--- config.mk ---
export PLATFORM = sky130hd
export DESIGN_NAME = mmfcs_unit
export DESIGN_NICKNAME = d
export VERILOG_FILES = /design/src/hw/mmfcs_pkg.sv /design/src/hw/mmfcs_fault_class.sv /design/src/hw/mmfcs_trap_eval.sv /design/src/hw/mmfcs_unit.sv
export SDC_FILE = /design/constraint.sdc
export NUM_CORES = 2
export LEC_CHECK = 0
export BUFFER_PORTS_ARGS = -buffer_cell sky130_fd_sc_hd__buf_2
export CAP_MARGIN = 20
export CORE_ASPECT_RATIO = 0.9
export CORE_MARGIN = 2
export CORE_UTILIZATION = 55
export DETAILED_ROUTE_END_ITERATION = 10
export PLACE_DENSITY_LB_ADDON = 0.15
export SETUP_SLACK_MARGIN = 0.15
export SYNTH_ARGS = -nofsm -noshare
export SYNTH_HDL_FRONTEND = slang
export SYNTH_SLANG_ARGS = --single-unit
--- constraint.sdc ---
create_clock -name clk -period 16.4 [get_ports clk]
set_input_delay 3.28 -clock clk [delete_from_list [all_inputs] [get_ports clk]]
set_output_delay 3.28 -clock clk [all_outputs]
set_load 0.01 [all_outputs]
--- src/hw/mmfcs_pkg.sv ---
package mmfcs_pkg;

	// RL23 mode encoding
	// access modes, lower is more privileged
	typedef enum logic [1:0] {
		MODE_KERNEL = 2'h0,
		MODE_EXEC = 2'h1,
		MODE_SUPER = 2'h2,
		MODE_USER = 2'h3
	} mmfcs_mode_t;

	typedef enum logic [2:0] {
		FC_NONE = 3'h0,
		FC_ACCESS_VIOL = 3'h1,
		FC_INVALID_XLAT = 3'h2,
		FC_READ_TRAP = 3'h3,
		FC_WRITE_TRAP = 3'h4,
		FC_FETCH_TRAP = 3'h5
	} mmfcs_fcode_t;

	// dispatch vector offsets
	localparam logic [15:0] VEC_ACCESS_VIOL = 16'h0080;
	localparam logic [15:0] VEC_INVALID_XLAT = 16'h0090;
	localparam logic [15:0] VEC_READ_TRAP = 16'h00A0;
	localparam logic [15:0] VEC_WRITE_TRAP = 16'h00B0;
	localparam logic [15:0] VEC_FETCH_TRAP = 16'h00C0;

	typedef struct packed {
		logic v;
		logic kernel_read_permit;
	} mmfcs_upper_pte_t;

	typedef struct packed {
		logic v;
		logic [3:0] rd_en;
		logic [3:0] wr_en;
		logic read_trap;
		logic write_trap;
		logic fetch_trap;
	} mmfcs_leaf_pte_t;

	typedef struct packed {
		logic valid;
		logic rd;
		logic wr;
		logic ex;
		mmfcs_mode_t mode;
		mmfcs_upper_pte_t l1;
		mmfcs_upper_pte_t l2;
		mmfcs_leaf_pte_t l3;
	} mmfcs_access_t;

	typedef struct packed {
		logic valid;
		mmfcs_fcode_t code;
		logic [15:0] vector;
	} mmfcs_fault_t;

	// context block layout
	localparam int CTX_BYTES = 128;
	localparam int CTX_WORDS = 16;
	localparam logic [3:0] IDX_ROOT = 4'h4;
	localparam logic [3:0] IDX_TAG = 4'h5;
	localparam logic [3:0] IDX_TRAPS = 4'h6;
	localparam logic [3:0] IDX_FLAGS = 4'h7;
	localparam int BIT_FEN = 0;
	localparam int BIT_QUIET = 1;
	localparam int BIT_PERF = 63;
	localparam int TRAP_EN_LSB = 0;
	localparam int TRAP_PEND_LSB = 4;
	localparam logic [4:0] TRAP_LEVEL = 5'h02;
	localparam logic [3:0] MASK_RESET = 4'h0;

endpackage : mmfcs_pkg

--- src/hw/mmfcs_fault_class.sv ---
`timescale 1ns/1ps
`default_nettype none
module mmfcs_fault_class (
	// access under test
	input wire mmfcs_pkg::mmfcs_access_t acc,
	// chosen fault
	output mmfcs_pkg::mmfcs_fault_t fault
);
	logic upper_acv;
	logic upper_tnv;
	logic prot_acv;
	logic is_ref;
	always_comb begin
		is_ref = acc.rd | acc.wr | acc.ex;
		// RL2 invalid upper kre
		upper_acv = (!acc.l1.v && !acc.l1.kernel_read_permit) ||
			(acc.l1.v && !acc.l2.v && !acc.l2.kernel_read_permit);
		// RL6 invalid first or second level entry with kre set; leaf checked below
		upper_tnv = (!acc.l1.v && acc.l1.kernel_read_permit) ||
			(acc.l1.v && !acc.l2.v && acc.l2.kernel_read_permit);
		// RL1 leaf protection
		prot_acv = ((acc.rd | acc.ex) && !acc.l3.rd_en[acc.mode]) ||
			(acc.wr && !acc.l3.wr_en[acc.mode]);
		fault.valid = 1'b0;
		fault.code = mmfcs_pkg::FC_NONE;
		fault.vector = 16'h0000;
		// RL24 single code by precedence
		if (!acc.valid || !is_ref) begin
			fault.code = mmfcs_pkg::FC_NONE;
		// RL8 violation first, except a leaf protection violation under an invalid upper entry with kre set
		end else if (upper_acv || (!upper_tnv && prot_acv)) begin
			fault.code = mmfcs_pkg::FC_ACCESS_VIOL;
		// RL9 invalid before traps
		end else if (upper_tnv || !acc.l3.v) begin
			fault.code = mmfcs_pkg::FC_INVALID_XLAT;
		// RL3 read trap; RL10 taken before write trap
		end else if ((acc.rd | acc.ex) && acc.l3.read_trap) begin
			fault.code = mmfcs_pkg::FC_READ_TRAP;
		// RL4 write trap
		end else if (acc.wr && acc.l3.write_trap) begin
			fault.code = mmfcs_pkg::FC_WRITE_TRAP;
		// RL5 fetch trap
		end else if (acc.ex && acc.l3.fetch_trap) begin
			fault.code = mmfcs_pkg::FC_FETCH_TRAP;
		end
		// RL7 distinct vectors
		case (fault.code)
			mmfcs_pkg::FC_ACCESS_VIOL: fault.vector = mmfcs_pkg::VEC_ACCESS_VIOL;
			mmfcs_pkg::FC_INVALID_XLAT: fault.vector = mmfcs_pkg::VEC_INVALID_XLAT;
			mmfcs_pkg::FC_READ_TRAP: fault.vector = mmfcs_pkg::VEC_READ_TRAP;
			mmfcs_pkg::FC_WRITE_TRAP: fault.vector = mmfcs_pkg::VEC_WRITE_TRAP;
			mmfcs_pkg::FC_FETCH_TRAP: fault.vector = mmfcs_pkg::VEC_FETCH_TRAP;
			default: fault.vector = 16'h0000;
		endcase
		fault.valid = (fault.code != mmfcs_pkg::FC_NONE);
	end
endmodule : mmfcs_fault_class
`default_nettype wire

--- src/hw/mmfcs_trap_eval.sv ---
`timescale 1ns/1ps
`default_nettype none
module mmfcs_trap_eval (
	// trap state
	input wire logic [3:0] enable_mask,
	input wire logic [3:0] pending_mask,
	input wire mmfcs_pkg::mmfcs_mode_t mode,
	input wire logic [4:0] level,
	// decision
	output logic take,
	output logic [1:0] take_mode
);
	logic [3:0] elig;
	always_comb begin
		// RL22 modes at or above current privilege
		for (int i = 0; i < 4; i++) begin
			elig[i] = pending_mask[i] && enable_mask[i] && (2'(i) <= mode);
		end
		take = (level < mmfcs_pkg::TRAP_LEVEL) && (elig != 4'h0);
		take_mode = 2'h0;
		for (int i = 3; i >= 0; i--) begin
			if (elig[i]) begin
				take_mode = 2'(i);
			end
		end
	end
endmodule : mmfcs_trap_eval
`default_nettype wire

--- src/hw/mmfcs_unit.sv ---
// Behaviour
// RL1 - leaf entry protection forbidding access in current mode gives access violation
// RL2 - invalid first or second level entry with kernel read permit clear: violation
// RL3 - read through entry with read trap bit gives read trap fault
// RL4 - write through entry with write trap bit gives write trap fault
// RL5 - execution from page with fetch trap bit gives fetch trap fault
// RL6 - read or write through invalid entry at any level: invalid translation
// RL7 - each of five fault types has its own dispatch vector
// RL8 - access violation hides all other coincident faults; code lets invalid upper entry with kre set hide leaf protection violation
// RL9 - invalid translation reported before any read, write or fetch trap
// RL10 - read and write traps together may be taken in either order
// RL11 - idle process context lives in an aligned 128-byte block
// RL12 - swap saves context at old base, loads new base, loads new context
// RL13 - software supplies aligned base covering sixteen quadwords of memory
// RL14 - software keeps page table root naming an existing memory frame
// RL15 - software never writes a block the processor owns
// RL16 - device may update owned block fields, each decided independently
// RL17 - without space tags the swap never touches the tag field
// RL18 - block float enable bit tracks the float enable register
// RL19 - quiet bit clear reports fixed alignment traps, set returns to user
// RL20 - trap enable mask has one enable bit per access mode
// RL21 - trap pending mask has one pending bit per access mode
// RL22 - level below 2 and eligible pending enabled trap starts trap at 2
// RL23 - mode encodes kernel 0, executive 1, supervisor 2, user 3
// RL24 - several faults give one code chosen by fixed precedence
`timescale 1ns/1ps
`default_nettype none
module mmfcs_unit #(
	parameter int PA_W = 48,
	parameter bit SPACE_TAG_EN = 1'b1
) (
	// clock and reset
	input wire logic clk,
	input wire logic rstn,
	// translation access
	input wire mmfcs_pkg::mmfcs_access_t acc,
	output mmfcs_pkg::mmfcs_fault_t fault_q,
	// processor state
	input wire mmfcs_pkg::mmfcs_mode_t current_mode,
	input wire logic [4:0] priority_level,
	// trap mask writes
	input wire logic enable_we,
	input wire logic [3:0] enable_wdata,
	input wire logic pending_we,
	input wire logic [3:0] pending_wdata,
	input wire logic pending_clr,
	input wire logic [3:0] pending_clr_mask,
	output logic [3:0] trap_enable_mask,
	output logic [3:0] trap_pending_mask,
	// trap request
	output logic trap_take,
	output logic [1:0] trap_take_mode,
	output logic [4:0] trap_take_level,
	// float enable register
	input wire logic fen_we,
	input wire logic fen_wdata,
	output logic float_unit_enable,
	// alignment fixup
	input wire logic align_fixed,
	output logic align_report_q,
	output logic align_return_q,
	// live context field update
	input wire logic ctx_we,
	input wire logic [3:0] ctx_widx,
	input wire logic [63:0] ctx_wdata,
	// context readback
	output logic [63:0] page_table_root,
	output logic [63:0] space_tag,
	output logic perf_watch_bit,
	output logic align_trap_quiet,
	output logic [PA_W-1:0] context_block_base,
	// swap request
	input wire logic swap_req,
	input wire logic [PA_W-1:0] swap_new_base,
	output logic swap_busy,
	output logic swap_done_q,
	// context memory
	output logic mem_req,
	output logic mem_we,
	output logic [PA_W-1:0] mem_addr_q,
	output logic [63:0] mem_wdata_q,
	input wire logic mem_ack,
	input wire logic [63:0] mem_rdata
);

	typedef enum logic [4:0] {
		ST_IDLE = 5'b00001,
		ST_SAVE = 5'b00010,
		ST_BASE = 5'b00100,
		ST_LOAD = 5'b01000,
		ST_DONE = 5'b10000
	} mmfcs_state_t;

	mmfcs_state_t state_q;
	mmfcs_pkg::mmfcs_fault_t fault_d;
	logic [63:0] ctx_q [mmfcs_pkg::CTX_WORDS];
	logic [3:0] idx_q;
	logic [PA_W-1:0] base_q;
	logic [PA_W-1:0] new_base_q;
	logic [3:0] en_q;
	logic [3:0] pend_q;
	logic fen_q;
	logic last_idx;
	logic [3:0] next_idx;
	logic [63:0] save_word;
	logic [63:0] flags_word;
	logic word_ack;

	// fault classification
	mmfcs_fault_class u_class (
		.acc(acc),
		.fault(fault_d)
	);

	always_ff @(posedge clk) begin
		if (!rstn) begin
			fault_q <= '0;
		end else begin
			fault_q <= fault_d;
		end
	end

	// trap evaluation
	mmfcs_trap_eval u_trap (
		.enable_mask(en_q),
		.pending_mask(pend_q),
		.mode(current_mode),
		.level(priority_level),
		.take(trap_take),
		.take_mode(trap_take_mode)
	);
	assign trap_take_level = mmfcs_pkg::TRAP_LEVEL;

	assign word_ack = mem_req && mem_ack;

	// next field, tag skipped when absent
	always_comb begin
		next_idx = idx_q + 4'h1;
		if (!SPACE_TAG_EN && next_idx == mmfcs_pkg::IDX_TAG) begin
			next_idx = next_idx + 4'h1;
		end
		last_idx = (idx_q == 4'(mmfcs_pkg::CTX_WORDS - 1));
	end

	// RL18 live float enable into block
	always_comb begin
		flags_word = ctx_q[mmfcs_pkg::IDX_FLAGS];
		flags_word[mmfcs_pkg::BIT_FEN] = fen_q;
		save_word = ctx_q[idx_q];
		case (idx_q)
			mmfcs_pkg::IDX_TRAPS: begin
				save_word = 64'h0;
				save_word[mmfcs_pkg::TRAP_EN_LSB +: 4] = en_q;
				save_word[mmfcs_pkg::TRAP_PEND_LSB +: 4] = pend_q;
			end
			mmfcs_pkg::IDX_FLAGS: save_word = flags_word;
			default: save_word = ctx_q[idx_q];
		endcase
	end

	// RL12 swap sequence
	always_ff @(posedge clk) begin
		if (!rstn) begin
			state_q <= ST_IDLE;
			idx_q <= 4'h0;
			new_base_q <= '0;
		end else begin
			case (state_q)
				ST_IDLE: begin
					if (swap_req) begin
						state_q <= ST_SAVE;
						idx_q <= 4'h0;
						new_base_q <= swap_new_base;
					end
				end
				ST_SAVE: begin
					if (word_ack) begin
						idx_q <= next_idx;
						if (last_idx) begin
							state_q <= ST_BASE;
						end
					end
				end
				ST_BASE: begin
					state_q <= ST_LOAD;
					idx_q <= 4'h0;
				end
				ST_LOAD: begin
					if (word_ack) begin
						idx_q <= next_idx;
						if (last_idx) begin
							state_q <= ST_DONE;
						end
					end
				end
				ST_DONE: state_q <= ST_IDLE;
				default: state_q <= ST_IDLE;
			endcase
		end
	end

	// RL11 base register
	always_ff @(posedge clk) begin
		if (!rstn) begin
			base_q <= '0;
		end else if (state_q == ST_BASE) begin
			base_q <= new_base_q;
		end
	end

	// RL13 base assumed aligned by software
	always_ff @(posedge clk) begin
		if (!rstn) begin
			mem_addr_q <= '0;
			mem_wdata_q <= 64'h0;
		end else begin
			mem_addr_q <= base_q + PA_W'({idx_q, 3'h0});
			mem_wdata_q <= save_word;
			// address lags ack a cycle, so request drops between words
			if (state_q == ST_BASE) begin
				mem_addr_q <= new_base_q;
			end
		end
	end

	// RL17 tag never requested when absent
	assign mem_req = (state_q == ST_SAVE || state_q == ST_LOAD) &&
		mem_addr_q == base_q + PA_W'({idx_q, 3'h0});
	assign mem_we = (state_q == ST_SAVE);

	// RL16 fields updated individually
	always_ff @(posedge clk) begin
		if (!rstn) begin
			for (int i = 0; i < mmfcs_pkg::CTX_WORDS; i++) begin
				ctx_q[i] <= 64'h0;
			end
		end else if (state_q == ST_LOAD && word_ack) begin
			ctx_q[idx_q] <= mem_rdata;
		end else if (ctx_we && state_q == ST_IDLE) begin
			ctx_q[ctx_widx] <= ctx_wdata;
		end
	end

	// RL20 enable mask
	always_ff @(posedge clk) begin
		if (!rstn) begin
			en_q <= mmfcs_pkg::MASK_RESET;
		end else if (state_q == ST_LOAD && word_ack && idx_q == mmfcs_pkg::IDX_TRAPS) begin
			en_q <= mem_rdata[mmfcs_pkg::TRAP_EN_LSB +: 4];
		end else if (enable_we) begin
			en_q <= enable_wdata;
		end
	end

	// RL21 pending mask, set wins over clear
	always_ff @(posedge clk) begin
		if (!rstn) begin
			pend_q <= mmfcs_pkg::MASK_RESET;
		end else if (state_q == ST_LOAD && word_ack && idx_q == mmfcs_pkg::IDX_TRAPS) begin
			pend_q <= mem_rdata[mmfcs_pkg::TRAP_PEND_LSB +: 4];
		end else begin
			pend_q <= (pend_q & ~({4{pending_clr}} & pending_clr_mask)) |
				({4{pending_we}} & pending_wdata);
		end
	end

	// RL18 float enable register
	always_ff @(posedge clk) begin
		if (!rstn) begin
			fen_q <= 1'b0;
		end else if (state_q == ST_LOAD && word_ack && idx_q == mmfcs_pkg::IDX_FLAGS) begin
			fen_q <= mem_rdata[mmfcs_pkg::BIT_FEN];
		end else if (fen_we) begin
			fen_q <= fen_wdata;
		end
	end

	// RL19 alignment fixup outcome
	always_ff @(posedge clk) begin
		if (!rstn) begin
			align_report_q <= 1'b0;
			align_return_q <= 1'b0;
		end else begin
			align_report_q <= align_fixed && !align_trap_quiet;
			align_return_q <= align_fixed && align_trap_quiet;
		end
	end

	always_ff @(posedge clk) begin
		if (!rstn) begin
			swap_done_q <= 1'b0;
		end else begin
			swap_done_q <= (state_q == ST_DONE);
		end
	end

	assign swap_busy = (state_q != ST_IDLE);
	assign trap_enable_mask = en_q;
	assign trap_pending_mask = pend_q;
	assign float_unit_enable = fen_q;
	assign context_block_base = base_q;
	assign page_table_root = ctx_q[mmfcs_pkg::IDX_ROOT];
	assign space_tag = SPACE_TAG_EN ? ctx_q[mmfcs_pkg::IDX_TAG] : 64'h0;
	assign perf_watch_bit = ctx_q[mmfcs_pkg::IDX_FLAGS][mmfcs_pkg::BIT_PERF];
	assign align_trap_quiet = ctx_q[mmfcs_pkg::IDX_FLAGS][mmfcs_pkg::BIT_QUIET];

endmodule : mmfcs_unit
`default_nettype wire

# After elaboration in Yosys (flattened, before gate mapping)
# Memory sizes are Yosys's and may differ from the RTL's. A register that Yosys moved wholly into a read port is not among the register bits.
# Cells that the tools add are included.
[word_totals] regBits=249 mem_bits_rw=1024 input_bits=232 output_inout_bits=333 mem_count=1
[op_classes] add_sub_neg=2 magnitude_cmp=6 n_eq_ne=21 muxes=47 bitwise_logic=8 reduce_logical=57
[mem_list] memory="ctx_q" depth=16 width=64 rd=4 rd_ports_with_merged_regs=1 write_ports=16 line_no="mmfcs_unit.sv:96" text="logic [63:0] ctx_q [mmfcs_pkg::CTX_WORDS];"
[op_table] operator="$mux W64" n=2
[op_table] operator="$pmux W64 S2" n=1
[op_table] operator="$reduce_or A64 Y1" n=2
[op_table] operator="$add A48 B7 Y48" n=1
[op_table] operator="$eq A48 B48 Y1" n=1
[op_table] operator="$mux W48" n=1
[op_table] operator="$pmux W8 S5" n=1
[op_table] operator="$mux W4" n=9
[op_table] operator="$logic_and A1 B1 Y1" n=28
[op_table] operator="$mux W5" n=5
[op_table] operator="$pmux W5 S4" n=1
[op_table] operator="$mux W3" n=6
[op_table] operator="$mux W1" n=14
[op_table] operator="$and A4 B4 Y4" n=3
[op_table] operator="$pmux W4 S3" n=1
[op_table] operator="$logic_not A1 Y1" n=11
[op_table] operator="$eq A4 B3 Y1 const B" n=2
[op_table] operator="$mux W2" n=4
[op_table] operator="$logic_or A1 B1 Y1" n=7
[op_table] operator="$eq A3 B2 Y1 const B" n=2
[op_table] operator="$eq A3 B3 Y1 const B" n=2
[op_table] operator="$ne A2 B1 Y1 const B" n=3
[op_table] operator="$ne A2 B2 Y1 const B" n=3
[op_table] operator="$reduce_bool A3 Y1" n=2
[op_table] operator="other kinds (23)" n=29

# Depth between registers and ports, before layout
[depth] ltp_word=11 depth_mapped=15 mapped_depth_nobuf=12

# Cells and area by module
# Synthesis repeated with hierarchy kept, for this count alone.
[unflattened] hier_cells=4345 hier_area_um2=58952.8
[modules_own_cells] mod="mmfcs_unit" instances=1 cells_each=4285 area_each_um2=58533.6
[modules_own_cells] mod="mmfcs_fault_class" instances=1 cells_each=49 area_each_um2=352.8
[modules_own_cells] mod="mmfcs_trap_eval" instances=1 cells_each=11 area_each_um2=66.3

# Worst setup path before layout
# OpenSTA, ideal clock, no wires.
[synth_path] path_type="input port to output port" from="input port priority_level[4]" to="output port trap_take" arrival_ns=4.029 required_ns=13.120 path_slack_ns=9.091 stages=2 n_path_buf=0 path_cell_list="or4_1 > a31oi_1"
[synth_between] elab_chain_cells=2
[synth_lines] item="start, declared" line_no="mmfcs_unit.sv:40" text="input wire logic [4:0] priority_level,"
[synth_lines] item="$lt A5 B2 Y1" line_no="mmfcs_trap_eval.sv:19" text="take = (level < mmfcs_pkg::TRAP_LEVEL) && (elig != 4'h0);"
[synth_lines] item="$logic_and A1 B1 Y1" line_no="mmfcs_trap_eval.sv:19"
[synth_lines] item="end, declared" line_no="mmfcs_unit.sv:51" text="output logic trap_take,"
# No other way between the ends.

# Worst setup path in the final report
[layout_path] from="register idx_q[0]" to="output port mem_req"
[layout_between] elab_chain_cells=3
[layout_lines] item="start, declared" line_no="mmfcs_unit.sv:97" text="logic [3:0] idx_q;"
[layout_lines] item="start signal, assigned" line_no="mmfcs_unit.sv:178" text="idx_q <= next_idx;"
[layout_lines] item="start signal, assigned" line_no="mmfcs_unit.sv:190" text="idx_q <= next_idx;"
[layout_lines] item="$add A48 B7 Y48" line_no="mmfcs_unit.sv:228" text="mem_addr_q == base_q + PA_W'({idx_q, 3'h0});"
[layout_lines] item="$eq A48 B48 Y1" line_no="mmfcs_unit.sv:228"
[layout_lines] item="$logic_and A1 B1 Y1" line_no="mmfcs_unit.sv:227" text="assign mem_req = (state_q == ST_SAVE || state_q == ST_LOAD) &&"
[layout_lines] item="end, declared" line_no="mmfcs_unit.sv:78" text="output logic mem_req,"
# No other way between the ends.

==> flow_summary.ini <==
[clock_tree]
clkTransAtPathRegs_ps = 60
tritoncts = done
cts_hold_repair.buffers = 0
post_cts_resized = 0
cts.path.max_buffers = 3
h_tree_level_count = 4
insertion_delay_to_the_later_sink_of_the_worst_skew_pair_ps = 740
cts.sink_count = 1265
cell_chosen_for_the_clock_root = sky130_fd_sc_hd__clkbuf_16
numCtsBuffers = 133
postCtsSetupRepairBufs = 0

[synthesis]
syn-cell-area_um2 = 59000
yosys.cell_types.count = 78
yosysWarningCount = 0
syn-mean-instance-area_um2 = 13.7
flip_flop_and_latch_count_after_synthesis = 1265
netlist_instances = 4311
yosys_most_used_dff = sky130_fd_sc_hd__edfxtp_1
synth_area_leaders = sky130_fd_sc_hd__edfxtp_1 (52%), sky130_fd_sc_hd__mux4_2 (12%), sky130_fd_sc_hd__dfxtp_1 (8.2%), sky130_fd_sc_hd__nor3_1 (6.0%), sky130_fd_sc_hd__nor3_2 (5.7%)
ys_async_sr_fraction_pct = 0
seq_area_frac_synth_pct = 60.3
post-synth-top-area-cell = sky130_fd_sc_hd__edfxtp_1
synth_top_area_share_pct = 52.1
synth_enable_flop_cells = 1024

[worst_setup_path]
critical_path.max_fanout = 11
timing.reg2reg.worst_path_depth = 13
crit_type = register to output port
critical_path_required_ps = 13120
crit_path_end_kind = output port
arrival_ps = 5850
launch_point_of_the_worst_path = idx_q[0]
worstReg2RegEnd = ctx_q[11][57]
regToRegStartpoint = idx_q[0]
ff2ff_setup_slack_ps = 9500
critPathLaunchType = register

[hold_path]
min_from = new_base_q[43]
hold_path_class = register to register
timing.hold.worst_path_depth = 2
holdPathEnd = new_base_q[43]

[drt]
postRouteAntennaNets = 0
post_route_drc = 0
wirelength_um = 173000
detailroute.via_count = 39900
drt-pass1-iter-count = 6
drtIter0Drc = 4451
routed_via_density = 6.49
wl_per_cell_um = 28.2

[placed_design]
port_buffers = 546
gp_congestion = 0.962
place.detailed.instances = 5892
dpl.hpwl_um = 99200

[global_routing]
grt_first_pass_wirelength_um = 258000
first_global_vias = 39400
grt_start_max_net_pins = 168
overflow = 0
grt_antenna_before_repair = 12
grtUsageTotal_pct = 31.5

[run]
maxcap_violations = 0

[floorplan]
fp_rows = 113
dieWidth_um = 349
core_um2 = 106000
die-height_um = 315
die_area_um2 = 110000
floorplan.initialDensity_pct = 55.7
boundaryPins = 565

[sta]
whs_ps = 453
report.final.setup_viol = 0
worstMarginPinSlew_ps = 1480
min_period_ps = 9130
setup-tns-final_ps = 0
timing_max_transition_violations_final = 0
final_min_period_over_clock_period_pct = 55.7
finalHoldViolations = 0
rsz_0062_raised_after_global_routing = false
slew-limit-headroom_pct = 1.49
maxClockFrequency_mhz = 109
skew_ps = 25.5

[final_layout]
post_route_cells_drive_above_1_share_pct = 33.8
area.growth.synth_to_final_pct = 13.8
finish.utilization_pct = 63.4
multi_input_comb_area_um2 = 21400
stdcell_count = 6150
fillerInstances = 8059
layout.area.seq_um2 = 35600
nets = 4894

[power_and_ir_drop]
leakage_power_figure_uw = 0.0221
p_per_area_nw_per_um2 = 118
vdd.ir_drop.worst_v = 0.000106

[outcome]
run_status = complete, no violations
## flip-flops by register name (all words and copies together), names as in the netlist, 4 cells and up, named ones only
register / cells
trap_pending_mask: 4
mem_addr_q: 48
ctx_q: 1024
mem_wdata_q: 64
new_base_q: 48
state_q: 5
trap_enable_mask: 4
idx_q: 4
context_block_base: 48
fault_q: 8
## logic make-up after synthesis
| logic type | after synthesis | share of synthesized area [%] |
|---|---|---|
| adders and majority gates | 7 | 0.161 |
| other | 2 | 0.0127 |
| DFF | 1265 | 60.3 |
| xor gates and xnor gates | 81 | 1.25 |
| and+or+nand+nor | 1702 | 16.9 |
| muxes | 404 | 13.7 |
| buffers and inverters | 506 | 3.90 |
| AOI/OAI and AO/OA | 344 | 3.75 |
## metrics by stage
stage	area [µm²]	power, µW	worst slack [ps]
floorplan	59000	4520	9090
global placement	62600	4930	8170
detailed placement	62600	4960	8140
CTS	67000	7940	7340
global route	67100	8170	7020
finish	67100	7940	7270
## area by class of cell
class,instances,area share (%)
Clock buffer,191,5.67
Tap cell,1380,2.57
Antenna cell,5,0.0186
Clock inverter,54,0.832
Inverter,28,0.164
Sequential cell,1265,53.0
Multi-Input combinational cell,2555,32.0
Timing Repair Buffer,672,5.74
## cell usage in the layout (no fill, tap or decap), types with 17 or more instances in the layout
cell	n
sky130_fd_sc_hd__nor2_1	130
sky130_fd_sc_hd__edfxtp_1	1024
sky130_fd_sc_hd__conb_1	17
sky130_fd_sc_hd__buf_4	107
sky130_fd_sc_hd__nand4_1	28
sky130_fd_sc_hd__mux2i_1	55
sky130_fd_sc_hd__clkbuf_1	41
sky130_fd_sc_hd__a22oi_1	65
sky130_fd_sc_hd__xor2_1	30
sky130_fd_sc_hd__nand2_1	309
sky130_fd_sc_hd__o21ai_0	22
sky130_fd_sc_hd__nor3_2	334
sky130_fd_sc_hd__clkbuf_16	141
sky130_fd_sc_hd__mux2i_2	22
sky130_fd_sc_hd__buf_2	546
sky130_fd_sc_hd__mux4_2	322
sky130_fd_sc_hd__inv_1	27
sky130_fd_sc_hd__a211oi_1	21
sky130_fd_sc_hd__a21oi_1	149
sky130_fd_sc_hd__dfxtp_1	237
sky130_fd_sc_hd__nor3_1	706
sky130_fd_sc_hd__xnor2_1	49
sky130_fd_sc_hd__nand3_1	42
sky130_fd_sc_hd__clkinv_2	18
sky130_fd_sc_hd__nor4_1	21
## critical path: stages (launching register included)
cell and delay, ps:
sky130_fd_sc_hd__dfxtp_1 510, sky130_fd_sc_hd__ha_1 260, sky130_fd_sc_hd__fa_1 260, sky130_fd_sc_hd__a211oi_1 160, sky130_fd_sc_hd__or4_1 750, sky130_fd_sc_hd__nor4_1 810
sky130_fd_sc_hd__mux2i_1 360, sky130_fd_sc_hd__o211ai_1 250, sky130_fd_sc_hd__nor4_1 400, sky130_fd_sc_hd__nor4b_1 840, sky130_fd_sc_hd__and2_1 340, sky130_fd_sc_hd__buf_2 170
## power breakdown
part | leakage (µW) | internal, µW | switching (µW)
Clock | 0.00211 | 1750 | 1280
Sequential | 0.0119 | 3730 | 85.5
Combinational | 0.00806 | 315 | 779
## layer usage
metal / vias up / wire length, µm / track usage [%]
li1: 17300 / - / -
met1: 20400 / 69800 / 44.4
met2: 1938 / 83200 / 50.3
met3: 294 / 15400 / 5.95
met4: 4 / 4990 / 9.76
met5: - / 34 / 0
## worst max path at each step
stage,to,slack [ps],cells after the start
after floorplan,trap_take,9090,2
after global placement,mem_req,8170,11
after detailed placement,mem_req,8140,11
after CTS,mem_req,7340,11
after global routing,mem_req,7020,11
final,mem_req,7270,11
## cells in the mapped netlist, drive strengths merged, types with 44 or more instances
library cell     n
a21oi          149
a22oi           65
buf            151
clkbuf         327
dfxtp          241
edfxtp        1024
mux2i           77
mux4           322
nand2          309
nand3           44
nor2           133
nor3          1040
xnor2           49
No activity file was read; power rests on OpenSTA's default activity.
